===== config.mk =====
export PLATFORM = sky130hd
export DESIGN_NAME = dhrs_reset_seq
export DESIGN_NICKNAME = d
export VERILOG_FILES = /design/src/verilog/dhrs_glitch_filter.v /design/src/verilog/dhrs_reset_seq.v
export VERILOG_INCLUDE_DIRS = /design/src /design/src/verilog
export SDC_FILE = /design/constraint.sdc
export NUM_CORES = 1
export LEC_CHECK = 0
export BUFFER_PORTS_ARGS = -buffer_cell sky130_fd_sc_hd__buf_2
export CAP_MARGIN = 20
export CORE_ASPECT_RATIO = 0.6
export CORE_MARGIN = 8
export CORE_UTILIZATION = 45
export CTS_CLUSTER_SIZE = 25
export DETAILED_ROUTE_END_ITERATION = 8
export GPL_ROUTABILITY_DRIVEN = 0
export PLACE_DENSITY = 0.7
export SLEW_MARGIN = 25
export SYNTH_ARGS = -nofsm -noshare
export SYNTH_HDL_FRONTEND = slang
export SYNTH_HIERARCHICAL = 1
export SYNTH_SLANG_ARGS = --single-unit

===== constraint.sdc =====
create_clock -name sys_clk -period 2.4 [get_ports sys_clk]
set_input_delay 0 -clock sys_clk [delete_from_list [all_inputs] [get_ports sys_clk]]
set_output_delay 0 -clock sys_clk [all_outputs]
set_load 0.03 [all_outputs]

===== src/verilog/dhrs_map.vh =====
// Timing constants and reset defaults for the display reset sequencer
`ifndef DHRS_MAP_VH
`define DHRS_MAP_VH
`define DHRS_CLK_MHZ          125
`define DHRS_REJECT_US        5
`define DHRS_ACCEPT_US        9
`define DHRS_FILTER_US        7
`define DHRS_LOAD_US          50
`define DHRS_CANCEL_SLEEP_MS  5
`define DHRS_CANCEL_ACTIVE_MS 120
`define DHRS_BLANK_MS         100
`define DHRS_HOST_CMD_MS      5
`define DHRS_HOST_WAKE_MS     120
`define DHRS_FILTER_CYC       (`DHRS_FILTER_US * `DHRS_CLK_MHZ)
`define DHRS_LOAD_CYC         (`DHRS_LOAD_US * `DHRS_CLK_MHZ)
`define DHRS_BLANK_CYC        (`DHRS_BLANK_MS * 1000 * `DHRS_CLK_MHZ)
`define DHRS_CANCEL_SLEEP_CYC (`DHRS_CANCEL_SLEEP_MS * 1000 * `DHRS_CLK_MHZ)
`define DHRS_WAKE_CYC         (`DHRS_HOST_WAKE_MS * 1000 * `DHRS_CLK_MHZ)
`define DHRS_NVM_WORDS        4
`define DHRS_NVM_AW           2
`define DHRS_DEF_WORD         8'h00
`endif


===== src/verilog/dhrs_glitch_filter.v =====
// Spike filter for the active-low hardware reset pin
`timescale 1ns/100ps
module dhrs_glitch_filter #(
	parameter FILTER_CYC = 875
) (
	input  wire sys_clk,
	input  wire rst_n,
	input  wire raw_in_n,
	output reg  filt_out_n
);
	// Last count before an edge is accepted, cut to the counter width
	localparam integer FILT_LAST_I = FILTER_CYC - 1;
	localparam [15:0]  FILT_LAST   = FILT_LAST_I[15:0];

	reg [15:0] cnt_reg;

	// Output follows input only after it has been steady for FILTER_CYC cycles
	always @(posedge sys_clk or negedge rst_n) begin
		if (!rst_n) begin
			cnt_reg    <= 16'h0000;
			filt_out_n <= 1'b1;
		end else if (raw_in_n == filt_out_n) begin
			cnt_reg <= 16'h0000; // Glitch ends, count restarts
		end else if (cnt_reg == FILT_LAST) begin
			cnt_reg    <= 16'h0000;
			filt_out_n <= raw_in_n; // Steady long enough, accept edge
		end else begin
			cnt_reg <= cnt_reg + 16'h0001;
		end
	end
endmodule // dhrs_glitch_filter


===== src/verilog/dhrs_reset_seq.v =====
// Hardware reset sequencer: pin filter, settings reload, display blanking
// Notes on behaviour
// - Reject reset pulses under 5us, accept over 9us
// - Same spike filter applies during ongoing reset
// - Reload stored settings after every reset release
// - Cancel interval 5ms sleeping, 120ms active
// - Blank display during reset; restore defaults
`timescale 1ns/100ps
`include "dhrs_map.vh"
module dhrs_reset_seq #(
	parameter FILTER_CYC = `DHRS_FILTER_CYC,
	parameter LOAD_CYC   = `DHRS_LOAD_CYC,
	parameter BLANK_CYC  = `DHRS_BLANK_CYC,
	parameter WAKE_CYC   = `DHRS_WAKE_CYC,
	parameter NVM_WORDS  = `DHRS_NVM_WORDS,
	parameter NVM_AW     = `DHRS_NVM_AW
) (
	input  wire                      sys_clk,
	input  wire                      rst_n,
	input  wire                      hw_reset_in_n,
	input  wire                      sleep_in_mode,
	input  wire                      cmd_valid_in,
	input  wire [7:0]                cmd_data_in,
	input  wire [7:0]                nvm_rdata,
	output reg  [NVM_AW-1:0]         nvm_addr,
	output reg                       nvm_rd,
	output reg  [8*NVM_WORDS-1:0]    setting_words,
	output reg                       display_blank,
	output reg                       core_reset,
	output reg                       sleep_exit_allowed,
	output reg                       cmd_valid_out,
	output reg  [7:0]                cmd_data_out,
	output wire                      ready
);
	localparam [2:0] ST_RUN   = 3'd0;
	localparam [2:0] ST_BLANK = 3'd1;
	localparam [2:0] ST_HOLD  = 3'd2;
	localparam [2:0] ST_LOAD  = 3'd3;
	localparam [2:0] ST_WAKE  = 3'd4;

	// Dwell limits, cut on purpose to the counter width
	localparam integer BLANK_LAST_I = BLANK_CYC - 1;
	localparam integer WAKE_LAST_I  = WAKE_CYC - 1;
	localparam integer NVM_WORDS_I  = NVM_WORDS;
	localparam [31:0]  BLANK_LAST   = BLANK_LAST_I[31:0];
	localparam [31:0]  WAKE_LAST    = WAKE_LAST_I[31:0];
	localparam [NVM_AW:0] NVM_LAST  = NVM_WORDS_I[NVM_AW:0];

	// States in which the host may talk to the device
	function is_ready_st;
		input [2:0] st;
		begin
			is_ready_st = (st == ST_RUN) || (st == ST_WAKE);
		end
	endfunction

	// States in which the core is held in reset
	function is_core_st;
		input [2:0] st;
		begin
			is_core_st = (st == ST_BLANK) || (st == ST_HOLD);
		end
	endfunction

	wire        filt_n;
	reg  [2:0]  state_reg;
	reg  [2:0]  state_next;
	reg  [31:0] cnt_reg;
	reg  [NVM_AW:0] idx_reg;
	reg         rd_pend_reg;
	wire        load_done;
	wire        cmd_take;

	// Filtered view of the reset pin
	dhrs_glitch_filter #(
		.FILTER_CYC (FILTER_CYC)
	) u_filter (
		.sys_clk    (sys_clk),
		.rst_n      (rst_n),
		.raw_in_n   (hw_reset_in_n),
		.filt_out_n (filt_n)
	);

	// Commands accepted only in normal running states
	assign ready = is_ready_st(state_reg);

	// All words read and the last one captured
	assign load_done = (idx_reg == NVM_LAST) && !rd_pend_reg;

	// A host byte that the device will act on
	assign cmd_take = cmd_valid_in && ready;

	// Next state selection
	always @* begin
		state_next = state_reg;
		case (state_reg)
			ST_RUN: begin
				if (!filt_n)
					state_next = sleep_in_mode ? ST_HOLD : ST_BLANK;
			end
			ST_BLANK: begin
				if (cnt_reg >= BLANK_LAST)
					state_next = ST_HOLD; // Blank sequence bounded
			end
			ST_HOLD: begin
				if (filt_n)
					state_next = ST_LOAD; // Release starts reload
			end
			ST_LOAD: begin
				if (load_done)
					state_next = ST_WAKE; // Reload well inside 5ms
				else if (!filt_n)
					state_next = ST_HOLD;
			end
			ST_WAKE: begin
				if (!filt_n)
					state_next = sleep_in_mode ? ST_HOLD : ST_BLANK;
				else if (cnt_reg >= WAKE_LAST)
					state_next = ST_RUN;
			end
			default: state_next = ST_RUN;
		endcase
	end

	// State register and dwell counter
	// Each state times itself from zero; the idle wrap in run is harmless
	always @(posedge sys_clk or negedge rst_n) begin
		if (!rst_n) begin
			state_reg <= ST_RUN;
			cnt_reg   <= 32'h0000_0000;
		end else begin
			state_reg <= state_next;
			if (state_next != state_reg)
				cnt_reg <= 32'h0000_0000;
			else
				cnt_reg <= cnt_reg + 32'h0000_0001;
		end
	end

	// Status flags follow the state being entered, so they line up with it
	always @(posedge sys_clk or negedge rst_n) begin
		if (!rst_n) begin
			display_blank      <= 1'b0;
			core_reset         <= 1'b0;
			sleep_exit_allowed <= 1'b1;
		end else begin
			// Blank and hold core while reset is in progress
			display_blank <= !is_ready_st(state_next);
			core_reset    <= is_core_st(state_next);
			// Sleep exit gated until wake wait has run out
			sleep_exit_allowed <= (state_next == ST_RUN);
		end
	end

	// Settings reload from stored memory, index 0 upward
	// Data is taken while the read strobe stands, one word per two cycles
	always @(posedge sys_clk or negedge rst_n) begin
		if (!rst_n) begin
			idx_reg       <= {(NVM_AW+1){1'b0}};
			rd_pend_reg   <= 1'b0;
			nvm_addr      <= {NVM_AW{1'b0}};
			nvm_rd        <= 1'b0;
			setting_words <= {NVM_WORDS{`DHRS_DEF_WORD}};
		end else begin
			nvm_rd <= 1'b0;
			// Entering hold restarts the reload from scratch
			if (state_next == ST_HOLD) begin
				setting_words <= {NVM_WORDS{`DHRS_DEF_WORD}}; // Defaults restored
				idx_reg       <= {(NVM_AW+1){1'b0}};
				rd_pend_reg   <= 1'b0;
			end else if (state_reg == ST_LOAD) begin
				// One word per read: issue, then capture next cycle
				if (rd_pend_reg) begin
					setting_words[8*nvm_addr +: 8] <= nvm_rdata;
					rd_pend_reg <= 1'b0;
				end else if (idx_reg != NVM_LAST) begin
					nvm_addr    <= idx_reg[NVM_AW-1:0];
					nvm_rd      <= 1'b1;
					rd_pend_reg <= 1'b1;
					idx_reg     <= idx_reg + {{NVM_AW{1'b0}}, 1'b1};
				end
			end
		end
	end

	// Command forwarding gate
	// Bytes that arrive while blanked or reloading are dropped silently
	always @(posedge sys_clk or negedge rst_n) begin
		if (!rst_n) begin
			cmd_valid_out <= 1'b0;
			cmd_data_out  <= 8'h00;
		end else begin
			cmd_valid_out <= cmd_take;
			if (cmd_take)
				cmd_data_out <= cmd_data_in; // Byte held until next taken one
		end
	end
endmodule // dhrs_reset_seq

==> run metrics, run 1 <==
result of the run=complete, no violations; initial detailed-routing violation count=380; number of clock sinks=103; Synth Warn #=6; depth of the worst register-to-register path=9; buffer and inverter count on the worst path=2; Final Skew=0.00433 ns; largest incremental delay on the critical path=around 0.4 ns; distinct cell type count after synthesis=50; core area=about 11000 um^2; number of register bits inferred by synthesis=about 100; Mapped Nets=594; Mapped Cells=563; CP Capture Type=register; post-CTS clock slew at the launch and capture registers of the worst setup and hold paths=0.07 ns; CTS tree=built; # DRC=0; final-layout worst hold slack=0.124 ns; fraction of the mapped netlist area in simple logic gates=roughly 29%; slowest stage cell on the critical path=sky130_fd_sc_hd__dfrtp_1; pin count of the biggest net entering global routing=between 50 and 60; XOR/XNOR share of the synthesized area=7.14%; overflow left after global routing=0; adder-cell share of the synthesized area=2.37%; number of primary I/O pins=69; Mapped Area=5280 um^2; type of the worst setup path=register to register; number of global-route vias before repair=between 4000 and 5000; FF-to-FF Start=idx_reg[0]$_DFFE_PN0P_; Total Nets Final=675; wire length after detailed routing=13200 um; share of post-route cells with drive strength above 1=20.0%; Die Ht=99.9 um; die outline width=~160 um; vias post-DR=between 4000 and 5000; relative area change from synthesis to final layout=19.5%; max-cap violation count=0; Critical Path Start=idx_reg[0]$_DFFE_PN0P_; number of antenna-violating nets in the routed design=0; effective utilization at floorplan=46.4%; post-synthesis compound-gate area fraction=7.02%; areal power density over the cells=725 nW/um^2; final worst path period need=2.22 ns; number of antenna violations at the first check in global routing=0; clock root cell=sky130_fd_sc_hd__clkbuf_16; Max-slew headroom=50.4%; category of cells accounting for the largest share of critical-path delay=compound AO/OA/AOI/OAI gates; number of buffers created by CTS=9; global-route usage over all layers=17.5%; Critical Path Start Type=register; worst-path fanout max=32; unrepaired setup endpoints after global routing=false; setup slack of the most critical reg-to-reg path=0.18 ns; first-pass GRT wire length=21900 um; routed wirelength normalized by instance count=about 16 um; required time of the worst setup path=2.64 ns; main combinational cell family by area after synthesis=simple AND/OR/NAND/NOR gates; number of stages on the worst setup path=9; count of endpoints failing setup in the final report=0; maximum level of the CTS H-tree=3; sequential area share after synthesis=48.9%; first-pass detailed-route iteration total=5; worst ir drop on vdd=437 uV; Critical Path AT=2.45 ns; diode count=0; mux share of post-synthesis cell area=under 10%; post-synthesis area per instance=9.37 um^2; final-report hold violation count=0; detailed placer's ending HPWL=9470 um; maximum clock path buffer count=2; Leakage Power=2.81 nW; ordered list of cells on the worst path=inv_1 -> ha_1 -> nand4b_1 -> a32oi_2 -> o31a_1 -> nand2_2 -> a32oi_4 -> buf_12 -> and3b_1; period utilisation layout=92.4%; via count normalized by instance count=between 5 and 6; cell total after placement=roughly 780; most frequent cells in the layout=sky130_fd_sc_hd__dfrtp_1 (101), sky130_fd_sc_hd__nand2_1 (82), sky130_fd_sc_hd__buf_2 (67); Die Footprint=15600 um^2; Worst R2R End=cnt_reg[31]$_DFF_PN0_; count of placed standard cells in the final layout, fillers left out=809; Tightest Hold Check Type=primary input to register; number of rows in the core area=30; clock network latency to the later pin of the worst-skew pair=0.34 ns; final slew viol count=0; total of buffers placed on input and output ports=68; Achievable Freq=0.451 GHz; actual transition at the worst max-transition pin=~0.74 ns; crit path to=cnt_reg[31]$_DFF_PN0_; final setup TNS=0 ns; most common cell after layout, fill and taps aside=sky130_fd_sc_hd__dfrtp_1
[cell type report]
cell class | instances | area [um^2]
clock buffer | 10 | 239
clock inverter | 6 | 93.8
timing repair buffer | 94 | 633
inverter | 11 | 41.3
tap | 160 | 200
sequential | 103 | 2580
fill | 1001 | 5070
multi-input combinational | 425 | 2510
[worst min path at each step]
stage,startpoint,to,slack (ns),cells past startpoint
3_3_place_gp,rst_n,u_filter/cnt_reg[14]$_DFF_PN0_,0.09,1
3_5_place_dp,rst_n,u_filter/cnt_reg[13]$_DFF_PN0_,0.11,1
2_1_floorplan,rst_n,cmd_data_out[0]$_DFFE_PN0P_,-0.30,0
6_report,sleep_in_mode,state_reg[1]$_DFF_PN0_,0.12,4
4_1_cts,sleep_in_mode,state_reg[1]$_DFF_PN0_,0.1,4
5_1_grt,sleep_in_mode,state_reg[1]$_DFF_PN0_,0.13,4
[report_power, final]
part	leakage (nW)	switching, mW	internal (mW)	total, mW
registers	1.41	0.0983	1.86	1.96
logic	1.25	0.671	0.337	1.01
clock network	0.159	0.657	0.948	1.61
total	2.81	1.43	3.14	4.57
[Yosys cell counts (all sizes together)]
library cell	instances	area, um^2
and3	5	31.3
or3	4	30.0
nand4b	2	17.5
inv	11	41.3
o31ai	1	7.51
buf	16	115
and3b	1	8.76
a21oi	43	215
nand2b	6	37.5
o21ai	9	45.0
a32oi	2	43.8
o31a	1	8.76
ha	10	125
a211oi	1	7.51
nor2	73	302
nor3	23	125
mux2	10	113
and4	7	61.3
or4	3	22.5
nand4	14	87.6
nand2	83	314
and2b	1	7.51
or2	1	6.26
dfstp	2	52.6
nand3	48	258
o21a	1	7.51
xor2	21	184
a21bo	1	10.0
nor3b	3	22.5
a22oi	1	7.51
xnor2	22	193
dfrtp	101	2530
o22a	1	10.0
nor4b	2	17.5
clkbuf	8	30.0
and2	10	62.6
nor4	12	100
o211ai	1	7.51
nor2b	2	12.5
[metal layers]
metal | share of wire (%) | track usage (%) | vias to the layer above
met3 | 8.6 | 5.15 | 9
met4 | 0.61 | 4.01 | 0
met1 | 50 | 26.5 | 2174
met2 | 41 | 23.6 | 163
met5 | 0 | 0 | -
li1 | - | - | 2091
[timing repair]
item                                    in CTS  in global routing
endpoints found under the setup margin       0                  3
hold buffers                                18                  0
hold endpoints to repair                    85                  0
gates resized for setup                      0                  1
setup buffers                                0                  0
[stage by stage]
stage	total power, mW	cell area (um^2)	setup WS, ns	util [%]
after global placement	2.93	5780	0.247	50.8
after floorplan	2.62	5280	0.402	-
after detailed placement	2.96	5780	0.157	50.8
final	4.57	6300	0.183	55.4
after CTS	4.60	6300	0.141	55.4
after global routing	4.78	6300	0.0228	55.4
[worst min-delay path, stage by stage]
cell                      delay (ns)
sky130_fd_sc_hd__buf_2          0.13
sky130_fd_sc_hd__mux2_2         0.15
sky130_fd_sc_hd__a21oi_1        0.07
sky130_fd_sc_hd__o21ai_0        0.07
[kinds of logic after synthesis]
logic type / Yosys count
buffers and inverters: 35
adder cells (fa/ha/maj): 10
multiplexers: 10
AO/OA/AOI/OAI: 62
flip-flops: 103
AND/OR/NAND/NOR: 300
XOR/XNOR: 43
Note: power is estimated with default switching activity, not from simulation.
==> run 2, diff against run 1 <==
- CORE_UTILIZATION: 45 -> 35
- PLACE_DENSITY: 0.7 -> 0.58
==> run metrics, run 2 (synthesis results as in run 1) <==
unrepaired setup endpoints after global routing=false; post-CTS clock slew at the launch and capture registers of the worst setup and hold paths=0.07 ns; final worst path period need=approximately 2.2 ns; actual transition at the worst max-transition pin=0.608 ns; overflow left after global routing=0; Internal Dissipation=between 2 and 3 mW; relative area change from synthesis to final layout=19.6%; category of cells accounting for the largest share of critical-path delay=compound AO/OA/AOI/OAI gates; first-pass detailed-route iteration total=5; pin count of the biggest net entering global routing=45; max-cap violation count=0; type of the worst setup path=register to register; number of primary I/O pins=69; fraction of power spent switching nets=32.9%; number of global-route vias before repair=4095; vias post-DR=roughly 4400; number of clock sinks=103; count of endpoints failing setup in the final report=0; number of buffers created by CTS=9; effective utilization at floorplan=36.2%; routed wirelength normalized by instance count=15.3 um; first-pass GRT wire length=21600 um; CTS tree=built; clock root cell=sky130_fd_sc_hd__clkbuf_16; core area=14600 um^2; period utilisation layout=a little over nine tenths; final-layout worst hold slack=0.0819 ns; CP Capture Type=register; ordered list of cells on the worst path=inv_1 -> ha_1 -> nand4b_1 -> a32oi_2 -> o31a_1 -> nand2_2 -> a32oi_4 -> buf_12 -> and3b_1; clock network latency to the later pin of the worst-skew pair=0.34 ns; wire length after detailed routing=13100 um; total of buffers placed on input and output ports=68; die outline width=174 um; via count normalized by instance count=roughly 5.1; areal power density over the cells=691 nW/um^2; sequential power share=roughly 45%; worst ir drop on vdd=398 uV; share of post-route cells with drive strength above 1=a little over 20%; Psw=approximately 1.4 mW; largest incremental delay on the critical path=0.40 ns; min setup slack post-route=between 0.15 and 0.2 ns; number of antenna violations at the first check in global routing=1; maximum level of the CTS H-tree=3; final slew viol count=0; Critical Path Start Type=register; buffer and inverter count on the worst path=2; Final Skew=about 0.0061 ns; setup slack after placement=around 0.13 ns; slowest stage cell on the critical path=sky130_fd_sc_hd__dfrtp_1; combinational fraction of design power=23.0%; result of the run=complete, no violations; most frequent cells in the layout=sky130_fd_sc_hd__dfrtp_1 (101), sky130_fd_sc_hd__nand2_1 (82), sky130_fd_sc_hd__buf_2 (67); Leakage Power=2.80 nW; initial detailed-routing violation count=406; number of antenna-violating nets in the routed design=0; detailed placer's ending HPWL=9480 um; Die Ht=between 100 and 150 um; global-route usage over all layers=between 10% and 20%; number of rows in the core area=34; maximum clock path buffer count=2; Max-slew headroom=about three fifths; worst-path fanout max=32; required time of the worst setup path=between 2 and 3 ns; most common cell after layout, fill and taps aside=sky130_fd_sc_hd__dfrtp_1; Die Footprint=19400 um^2; final-report hold violation count=0; Total Nets Final=680; Critical Path AT=2.48 ns; # DRC=0; Tightest Hold Check Type=primary input to register; Achievable Freq=0.445 GHz; share of total power in the clock network=32.1%; final setup TNS=0 ns
==> run 2: timing repair <==
action / CTS / global route
setup endpoints to repair: 0 / 1
gates resized for setup: 0 / 0
buffers inserted: 0 / 0
hold buffers: 18 / 0
endpoints found under the hold margin: 73 / 0
==> run 2: routing by layer <==
metal | vias up | track usage [%] | share of wire (%)
met5 | - | 0 | 0
met4 | 0 | 3.37 | 0.76
met3 | 14 | 3.88 | 6.1
met2 | 131 | 17.7 | 41
met1 | 2112 | 20.8 | 52
li1 | 2112 | - | -
==> run 2: worst min-delay path, cell delays in order <==
cell                      delay [ns]
sky130_fd_sc_hd__buf_2          0.11
sky130_fd_sc_hd__mux2_2         0.14
sky130_fd_sc_hd__a21oi_1        0.06
sky130_fd_sc_hd__o21ai_0        0.07
==> run 2: worst paths after layout <==
kind,slack (ns),depth (start not counted),from,end
worst max-delay path,0.15,9,idx_reg[0]$_DFFE_PN0P_,cnt_reg[31]$_DFF_PN0_
max in group asynchronous,1.53,3,rst_n,cnt_reg[20]$_DFF_PN0_
worst min-delay path,0.08,4,sleep_in_mode,state_reg[1]$_DFF_PN0_
worst max register to register,0.15,9,idx_reg[0]$_DFFE_PN0P_,cnt_reg[31]$_DFF_PN0_
worst min register to register,0.50,1,cnt_reg[0]$_DFF_PN0_,cnt_reg[0]$_DFF_PN0_
min in group asynchronous,0.20,2,rst_n,idx_reg[2]$_DFFE_PN0P_
==> run 2: final cells by class <==
cell class                 count  area, um^2
sequential                   103        2580
tap                          198         248
timing repair buffer          99         646
multi-input combinational    425        2510
fill                        1433        8280
inverter                      11        41.3
antenna                        1        2.50
clock buffer                  10         239
clock inverter                 6        42.5
==> run 2: power groups by stage <==
stage	registers [mW]	logic, mW	clock network [mW]
finish	1.96	1.00	1.40
global route	1.97	1.10	1.51
CTS	1.96	1.00	1.44
detailed placement	1.99	0.976	0
global placement	1.98	0.962	0
floorplan	2.14	0.479	0
==> run 2: stage by stage <==
| step | instances | utilization [%] | cell area, um^2 | power, mW |
|---|---|---|---|---|
| after detailed placement | 818 | 40.0 | 5840 | 2.96 |
| after global routing | 853 | 43.2 | 6310 | 4.58 |
| after global placement | 818 | 40.0 | 5840 | 2.94 |
| after CTS | 852 | 43.2 | 6300 | 4.39 |
| final | 853 | 43.2 | 6310 | 4.36 |
| after floorplan | 563 | - | 5280 | 2.62 |
